File: src/spg_pkg.sv
// package with register map, field layout and carrier types of the pin set block
package spg_pkg;

	// bus geometry
	localparam int SPG_ADDR_W = 12;
	localparam int SPG_DATA_W = 32;
	localparam int SPG_PIN_N = 12;
	localparam int SPG_CS_MAX = 8;

	// register byte offsets
	localparam logic [SPG_ADDR_W-1:0] SPG_OFF_PIN_FUNCTION = 12'h000;
	localparam logic [SPG_ADDR_W-1:0] SPG_OFF_PIN_DIRECTION = 12'h004;
	localparam logic [SPG_ADDR_W-1:0] SPG_OFF_PIN_OUTPUT_DATA = 12'h008;
	localparam logic [SPG_ADDR_W-1:0] SPG_OFF_PIN_OUTPUT_SET = 12'h00C;

	// field positions inside every pin register
	localparam int SPG_BIT_DATA_IN = 11;
	localparam int SPG_BIT_DATA_OUT = 10;
	localparam int SPG_BIT_SERIAL_CLOCK = 9;
	localparam int SPG_BIT_ENABLE = 8;
	localparam int SPG_BIT_CS_LSB = 0;

	// reset values
	localparam logic [SPG_PIN_N-1:0] SPG_RST_PIN_FUNCTION = 12'h000;
	localparam logic [SPG_PIN_N-1:0] SPG_RST_PIN_DIRECTION = 12'h000;
	localparam logic SPG_RST_LATCH = 1'b0;
	localparam logic [SPG_DATA_W-1:0] SPG_RST_RDATA = 32'h00000000;

	// apb request carrier
	typedef struct packed {
		logic psel;
		logic penable;
		logic pwrite;
		logic [SPG_ADDR_W-1:0] paddr;
		logic [SPG_DATA_W-1:0] pwdata;
	} spg_apb_req_t;

	// per pin configuration carrier
	typedef struct packed {
		logic gpio;
		logic output_dir;
	} spg_pin_ctrl_t;

	// per pin latch command carrier
	typedef struct packed {
		logic set;
		logic clr;
		logic load;
		logic load_val;
	} spg_pin_cmd_t;

endpackage

File: src/spg_pin_set.sv
// pin output set register block with apb slave and per-pin gpio latches
//
// Overview of operation
// - bits 31 to 12 read zero and writes to them are ignored.
// - writing 1 to bit 11 sets the data-in pin latch; 0 leaves it.
// - writing 1 to bit 10 sets the data-out pin latch; 0 leaves it.
// - writing 1 to bit 9 sets the serial clock pin latch; 0 leaves it.
// - writing 1 to bit 8 sets the enable pin latch; 0 leaves it.
// - writing 1 to bit n of 7..0 sets chip select n latch; 0 leaves it.
// - reads of bits 11..0 return live pin levels, not written values; bits of absent chip selects read zero.
// - a set acts only while its pin is a gpio output.
// - each latch gives the level driven while its pin is a gpio output.
`timescale 1ns/10ps
module spg_pin_set #(
	parameter int CS_COUNT = 8
) (
	input wire logic i_sys_clk,
	input wire logic i_reset,
	// apb slave
	input wire spg_pkg::spg_apb_req_t i_apb,
	output logic [spg_pkg::SPG_DATA_W-1:0] o_prdata,
	output logic o_pready,
	output logic o_pslverr,
	// clear strobes from the companion clear register, one per pin
	input wire logic [spg_pkg::SPG_PIN_N-1:0] i_latch_clear,
	// serial transfer logic pin drive when pins are not gpio
	input wire logic [spg_pkg::SPG_PIN_N-1:0] i_func_out,
	input wire logic [spg_pkg::SPG_PIN_N-1:0] i_func_oe,
	// pins
	input wire logic [spg_pkg::SPG_PIN_N-1:0] i_pin_in,
	output logic [spg_pkg::SPG_PIN_N-1:0] o_pin_out,
	output logic [spg_pkg::SPG_PIN_N-1:0] o_pin_oe,
	// latch state for the serial logic and the data register owner
	output logic [spg_pkg::SPG_PIN_N-1:0] o_pin_output_data
);
	import spg_pkg::*;

	// mask of implemented bits: the four named pins plus present chip selects
	function automatic logic [SPG_PIN_N-1:0] pin_mask();
		logic [SPG_PIN_N-1:0] m;
		m = '0;
		m[SPG_BIT_DATA_IN] = 1'b1;
		m[SPG_BIT_DATA_OUT] = 1'b1;
		m[SPG_BIT_SERIAL_CLOCK] = 1'b1;
		m[SPG_BIT_ENABLE] = 1'b1;
		for (int k = 0; k < SPG_CS_MAX; k++) begin
			if (k < CS_COUNT) begin
				m[SPG_BIT_CS_LSB + k] = 1'b1;
			end
		end
		return m;
	endfunction

	// true when the address selects a mapped register
	function automatic logic addr_hit(input logic [SPG_ADDR_W-1:0] a);
		return (a == SPG_OFF_PIN_FUNCTION) || (a == SPG_OFF_PIN_DIRECTION) ||
			(a == SPG_OFF_PIN_OUTPUT_DATA) || (a == SPG_OFF_PIN_OUTPUT_SET);
	endfunction

	localparam logic [SPG_PIN_N-1:0] MASK = pin_mask();

	logic [SPG_PIN_N-1:0] pin_function;
	logic [SPG_PIN_N-1:0] pin_direction;
	logic [SPG_PIN_N-1:0] latch;
	logic [SPG_PIN_N-1:0] wdata_pins;
	logic setup_phase;
	logic access_wr;
	logic wr_function;
	logic wr_direction;
	logic wr_data;
	logic wr_set;
	logic [SPG_DATA_W-1:0] next_prdata;

	// bus phase decode; the slave never inserts wait states
	assign setup_phase = i_apb.psel & ~i_apb.penable;
	assign access_wr = i_apb.psel & i_apb.penable & i_apb.pwrite & o_pready;
	assign o_pready = 1'b1;

	// only implemented pin bits of the write data go anywhere
	assign wdata_pins = i_apb.pwdata[SPG_PIN_N-1:0] & MASK;

	// per register write strobes at the access edge
	assign wr_function = access_wr && (i_apb.paddr == SPG_OFF_PIN_FUNCTION);
	assign wr_direction = access_wr && (i_apb.paddr == SPG_OFF_PIN_DIRECTION);
	assign wr_data = access_wr && (i_apb.paddr == SPG_OFF_PIN_OUTPUT_DATA);
	assign wr_set = access_wr && (i_apb.paddr == SPG_OFF_PIN_OUTPUT_SET);

	// function select: 1 makes the pin general purpose
	always_ff @(posedge i_sys_clk or posedge i_reset) begin
		if (i_reset) begin
			pin_function <= SPG_RST_PIN_FUNCTION;
		end else if (wr_function) begin
			pin_function <= wdata_pins;
		end
	end

	// direction: 1 makes a general purpose pin an output
	always_ff @(posedge i_sys_clk or posedge i_reset) begin
		if (i_reset) begin
			pin_direction <= SPG_RST_PIN_DIRECTION;
		end else if (wr_direction) begin
			pin_direction <= wdata_pins;
		end
	end

	// one cell per pin; every set bit of one write lands in the same edge
	generate
		for (genvar g = 0; g < SPG_PIN_N; g++) begin : g_pin
			spg_pin_ctrl_t ctrl;
			spg_pin_cmd_t cmd;
			assign ctrl.gpio = pin_function[g] & MASK[g];
			assign ctrl.output_dir = pin_direction[g];
			assign cmd.set = wr_set & wdata_pins[g];
			assign cmd.clr = i_latch_clear[g] & MASK[g];
			assign cmd.load = wr_data & MASK[g];
			assign cmd.load_val = wdata_pins[g];
			spg_pin_cell u_cell (
				.i_sys_clk(i_sys_clk),
				.i_reset(i_reset),
				.i_ctrl(ctrl),
				.i_cmd(cmd),
				.i_func_out(i_func_out[g]),
				.i_func_oe(i_func_oe[g]),
				.o_latch(latch[g]),
				.o_pin_out(o_pin_out[g]),
				.o_pin_oe(o_pin_oe[g])
			);
		end
	endgenerate

	assign o_pin_output_data = latch;

	// read mux; the set register shows the live pin levels
	always_comb begin
		next_prdata = SPG_RST_RDATA;
		unique case (i_apb.paddr)
			SPG_OFF_PIN_FUNCTION: next_prdata[SPG_PIN_N-1:0] = pin_function;
			SPG_OFF_PIN_DIRECTION: next_prdata[SPG_PIN_N-1:0] = pin_direction;
			SPG_OFF_PIN_OUTPUT_DATA: next_prdata[SPG_PIN_N-1:0] = latch & MASK;
			SPG_OFF_PIN_OUTPUT_SET: next_prdata[SPG_PIN_N-1:0] = i_pin_in & MASK;
			default: next_prdata = SPG_RST_RDATA;
		endcase
	end

	// read data captured in the setup phase, held through the access phase
	always_ff @(posedge i_sys_clk or posedge i_reset) begin
		if (i_reset) begin
			o_prdata <= SPG_RST_RDATA;
		end else if (setup_phase) begin
			o_prdata <= i_apb.pwrite ? SPG_RST_RDATA : next_prdata;
		end
	end

	// unmapped address answers with an error in the access phase
	always_ff @(posedge i_sys_clk or posedge i_reset) begin
		if (i_reset) begin
			o_pslverr <= 1'b0;
		end else if (setup_phase) begin
			o_pslverr <= ~addr_hit(i_apb.paddr);
		end else if (!i_apb.psel) begin
			o_pslverr <= 1'b0;
		end
	end

endmodule

File: src/spg_pin_cell.sv
// one pin: output-data latch with gated set and clear, ungated direct load, plus pin output mux
`timescale 1ns/10ps
module spg_pin_cell (
	input wire logic i_sys_clk,
	input wire logic i_reset,
	input wire spg_pkg::spg_pin_ctrl_t i_ctrl,
	input wire spg_pkg::spg_pin_cmd_t i_cmd,
	input wire logic i_func_out,
	input wire logic i_func_oe,
	output logic o_latch,
	output logic o_pin_out,
	output logic o_pin_oe
);
	import spg_pkg::*;

	logic gpio_out;

	// the set and clear strobes only reach the latch in gpio output mode
	assign gpio_out = i_ctrl.gpio & i_ctrl.output_dir;

	// output-data latch: set beats clear beats direct load
	always_ff @(posedge i_sys_clk or posedge i_reset) begin
		if (i_reset) begin
			o_latch <= SPG_RST_LATCH;
		end else if (i_cmd.set && gpio_out) begin
			o_latch <= 1'b1;
		end else if (i_cmd.clr && gpio_out) begin
			o_latch <= 1'b0;
		end else if (i_cmd.load) begin
			o_latch <= i_cmd.load_val;
		end
	end

	// gpio output drives the latch, gpio input floats, else serial logic owns the pin
	always_comb begin
		if (i_ctrl.gpio) begin
			o_pin_out = o_latch;
			o_pin_oe = i_ctrl.output_dir;
		end else begin
			o_pin_out = i_func_out;
			o_pin_oe = i_func_oe;
		end
	end

endmodule

File: config.mk
export PLATFORM = sky130hd
export DESIGN_NAME = spg_pin_set
export DESIGN_NICKNAME = d
export VERILOG_FILES = /design/src/spg_pkg.sv /design/src/spg_pin_set.sv /design/src/spg_pin_cell.sv
export SDC_FILE = /design/constraint.sdc
export NUM_CORES = 1
export LEC_CHECK = 0
export BUFFER_PORTS_ARGS = -buffer_cell sky130_fd_sc_hd__buf_2
export CORE_MARGIN = 2
export CORE_UTILIZATION = 46
export DETAILED_ROUTE_END_ITERATION = 12
export PLACE_DENSITY = 0.82
export SLEW_MARGIN = 40
export SYNTH_ARGS = -nofsm -noshare
export SYNTH_HDL_FRONTEND = slang
export SYNTH_HIERARCHICAL = 1
export SYNTH_SLANG_ARGS = --single-unit
File: constraint.sdc
create_clock -name i_sys_clk -period 1.45 [get_ports i_sys_clk]
set_input_delay 0.145 -clock i_sys_clk [delete_from_list [all_inputs] [get_ports i_sys_clk]]
set_output_delay 0.145 -clock i_sys_clk [all_outputs]
set_load 0.1 [all_outputs]
Yosys cells after proc, flatten, opt, wreduce, memory -nomap -nowiden
Cells that the tools add are included.
- bits in registers: 69
- bits in latches: 0
- memory bits (writable): 0
- ROM bits: 0
- bits of input ports: 97
- logic and storage cells: 157
- memories kept: 0
- add/sub/neg operators: 0
- $mul: 0
- divide/modulo/power cells: 0
- magnitude comparators: 0
- equality and inequality tests: 4
- shift-type cells: 0
- multiplexer cells: 64
- bitwise operators: 29
- reductions and logical operators: 44
- operators with widths (operator ; number):
    2-to-1 mux 1 bit ; 62
    one-hot mux 12 bit (4 select lines) ; 1
    nonzero test 3 bit ; 12
    logical AND 1 bit ; 28
    AND 1 bit ; 27
    equality test 12 x 4 -> 1 bit (second input constant) ; 2
    equality test 12 x 3 -> 1 bit (second input constant) ; 1
    zero test 12 bit ; 1
    2-to-1 mux 12 bit ; 1
    logical OR 1 bit ; 3
    != test 2 x 1 -> 1 bit (second input constant) ; 1
    NOT 1 bit ; 2

Longest topological paths before layout
- depth in word-level cells: 6
- gate-level depth with buffers: 8

Hierarchy
Netlist, hierarchy kept.
- modules (own cells, without submodules) (module ; instances ; cells an instance ; area each (um^2) ; seq. area each (um^2)):
    spg_pin_set ; 1 ; 162 ; 2177.1 ; 925.9
    spg_pin_cell ; 12 ; 8 ; 78.8 ; 25.0

Least setup slack after synthesis
No wires, ideal clock.
- kind: input to register
- from: input i_apb[33] (netlist name)
- to: register g_pin[0].u_cell.o_latch
- setup time: 0.123 ns
- arrival time: 2.725 ns
- data required time: 1.327 ns
- slack: -1.397 ns
- stages: 5
- buffers on the path: 0
- path through: nor4_4 > nand3_1 > nor4_1 > mux2i_1 > o21ai_1
- RTL lines (what ; RTL line ; source):
    start, declared ; spg_pin_set.sv:20 ; input wire spg_pkg::spg_apb_req_t i_apb,
    end signal, assigned ; spg_pin_cell.sv:30 ; o_latch <= i_cmd.load_val;
    end, declared ; spg_pin_cell.sv:10 ; output logic o_latch,

Worst setup path after layout
- from: register pin_function[8]
- to: output o_pin_oe[8] (netlist name)
- cells in the longest elaborated chain, start to end: 1
- RTL lines (what ; RTL line ; source):
    start, declared ; spg_pin_set.sv:62 ; logic [SPG_PIN_N-1:0] pin_function;
    start signal, assigned ; spg_pin_set.sv:93 ; pin_function <= wdata_pins;
    2-to-1 mux 1 bit ; spg_pin_cell.sv:36 ; if (i_ctrl.gpio) begin
    end, declared ; spg_pin_set.sv:32 ; output logic [spg_pkg::SPG_PIN_N-1:0] o_pin_oe,
No other way between the ends.

==> key figures <==
Status
  • Status: completed

Floorplan
  • Core area: 0.00668 sq mm
  • I/O Pins: 167
  • Initial Utilization: 46.7%
  • Die Area: 0.00746 sq mm
  • Die Span Y: 86.4 um
  • Die width: 86.4 um
  • Row count: 30

STA
  • Max Clk Rate: 0.696 GHz
  • Final Max Slew Viols: 0
  • Period utilization: 99.1%
  • WHS: 122 ps
  • Count of final hold-check violations: 0
  • RSZ-0062 raised after global routing: true
  • Final TNS setup: 0 ps
  • Setup ws final: 13.5 ps
  • Slew headroom: 60.3%
  • Final setup vio count: 0
  • Worst Clk Skew: 3.81 ps
  • Worst slew pin tran: 596 ps
  • Final min period: 1440 ps

Setup path
  • CP Class: register to output port
  • Crit path DAT: 1290 ps
  • CP Launch Type: register
  • Critical path data required time: 1310 ps
  • Crit. End Element: output port
  • Critical-path maximum fanout: 5
  • Worst Reg2Reg Path Length in Cells: 3

Clock tree
  • CTS buffer count: 5
  • CTS tree: yes
  • Clk Tree Root Cell: clkbuf_8
  • CTS Sinks: 49
  • Worst-skew pair later-pin latency: 290 ps
  • Clock transition at the registers of the reported paths: 90 ps
  • Longest Clk Path Bufs: 2
  • H-tree depth: 2

Place
  • Place WS: -199 ps
  • Routability cong.: 0.755
  • Port bufs: 125
  • DP Wirelength: 6070 um

Logic synthesis
  • Post-Synthesis Cell Area: 0.00312 sq mm
  • Post-synthesis cell type count: 30
  • Synth warn: 6
  • Post-Synthesis Mean Instance Area: 12.1 sq um
  • Sequential share of the synthesized area: 39.3%
  • Seq cells post-synth: 49
  • Cells after synthesis: 258

Power and ir drop
  • PwrDens: 763 mW/mm^2
  • Combinational power share: 29.4%
  • Max VDD drop: 0.470 mV
  • Pleak: 0.00227 uW
  • Psw: 1140 uW
  • Sw frac: 33.9%
  • Reg power frac: 40.7%
  • Clock power share: 29.9%
  • Internal power component: 2230 uW

Routing
  • Final Routed Wirelength: 8050 um
  • 1st-pass router iterations: 4
  • ANT nets after route: 0
  • Routed via count: 2573
  • Routed length per instance: 16.8 um
  • Vias per cell: 5.36
  • Drt initial violations: 88
  • Drc violations: 0

Final layout
  • Commonest non-fill, non-tap cell in the layout: buf_2
  • Number of diodes: 0
  • Layout cells sized above 1: 63.0%
  • Synth-to-layout area growth: 41.4%
  • Fin nets: 496
  • # fillers: 535
  • Core Util, Final: 66.1%
  • Most frequent cells in the layout: buf_2, dfrtp_1, mux2_4, buf_12, inv_1

Hold path
  • Hold Path Cell Cnt: 2
  • Hold Crit Class: input pin to register

GRT
  • First-pass GRT wire length: 12900 um
  • Pin count of the biggest net entering global routing: 23
  • Vias in the first global route: 2515
  • Initial antenna violation count: 0
  • Overflow after GRT: 0
  • GRT Resource Usage Total: 22.0%

Run
  • MaxCap Viol Count: 0
==> synth_stat cells <==
cell type,number,area (sq um)
dfrtp_1,49,1230
mux2_2,28,315
inv_1,26,97.6
buf_4,21,158
mux2_4,20,300
nand3_1,14,70.1
nor3_1,13,65.1
a22o_1,12,105
and3_2,12,90.1
mux2i_1,12,120
o21ai_1,12,60.1
mux4_2,9,203
buf_2,5,25.0
buf_6,3,33.8
mux4_1,3,78.8
conb_1,2,7.51
nand2b_1,2,12.5
nor3b_1,2,15.0
nor4_4,2,42.5
and4_2,1,10.0
and4_4,1,11.3
and4b_1,1,10.0
buf_12,1,20.0
clkbuf_1,1,3.75
nand2_1,1,3.75
nand4_2,1,12.5
nor2_1,1,3.75
nor4_1,1,6.26
o211a_1,1,10.0
or2_2,1,6.26
==> cells by family after synthesis <==
logic type	count (synthesis)	share of synthesized area, %
AO/OA/AOI/OAI	25	5.61
buffers and inverters	57	10.8
flip-flops	49	39.3
multiplexers	72	32.6
other	2	0.240
AND/OR/NAND/NOR	53	11.5
==> critical path: stages (launching register included) <==
cell     delay, ps
dfrtp_1        440
mux2_2         390
buf_12         170
==> power by group through the flow <==
stage / sequential [uW] / clock (uW) / combinational [uW]
after detailed placement: 1400 / 0 / 986
after floorplan: 1420 / 0 / 683
after CTS: 1370 / 1040 / 989
final: 1370 / 1010 / 992
after global placement: 1400 / 0 / 973
after global routing: 1370 / 1090 / 1030
==> flip-flops by register name, indices dropped and copies added (netlist names) <==
register	flops
g_pin.u_cell/o_latch	12
o_prdata	12
o_pslverr	1
pin_direction	12
pin_function	12
==> repair_timing <==
item                                    4_1_cts  5_1_grt
buffers inserted                              5        1
resized for setup                             5       10
hold buffers                                  1        0
endpoints found under the setup margin       20       13
endpoints found under the hold margin        12        0
==> cell type report <==
class | count | area (sq um) | area share [%]
repair buffers | 146 | 1170 | 26.5
clock inverters | 2 | 37.5 | 0.850
multi-input cells | 171 | 1670 | 37.8
clock buffers | 6 | 82.6 | 1.87
flip-flops and latches | 49 | 1260 | 28.5
inverters | 26 | 97.6 | 2.21
well taps | 80 | 100 | 2.27
==> stage by stage <==
step / total power (uW) / instances / cell area (sq um)
finish: 3370 / 480 / 4420
global route: 3500 / 480 / 4420
CTS: 3400 / 479 / 4380
detailed placement: 2380 / 465 / 4200
global placement: 2370 / 465 / 4200
floorplan: 2100 / 277 / 3230
==> worst paths after layout <==
| path | endpoint | slack [ps] | from |
|---|---|---|---|
| hold reg to reg | o_prdata[7] | 500 | o_prdata[7] |
| hold / removal | pin_function[1] | 120 | i_apb[1] |
| max in group asynchronous | pin_function[4] | 590 | i_reset |
| setup reg to reg | o_prdata[6] | 80 | pin_function[6] |
| min in group asynchronous | g_pin[9].u_cell/o_latch | 380 | i_reset |
| setup / recovery | o_pin_oe[8] | 10 | pin_function[8] |
==> routing by layer <==
layer  global-route usage [%]  vias up  share of wire, %
li1                         -     1172                 -
met4                     5.26        0               1.3
met1                     28.9     1280                41
met2                     37.5      111                51
met5                        0        -                 0
met3                     4.48       10               6.8
Power figures use the tool's default switching activity.
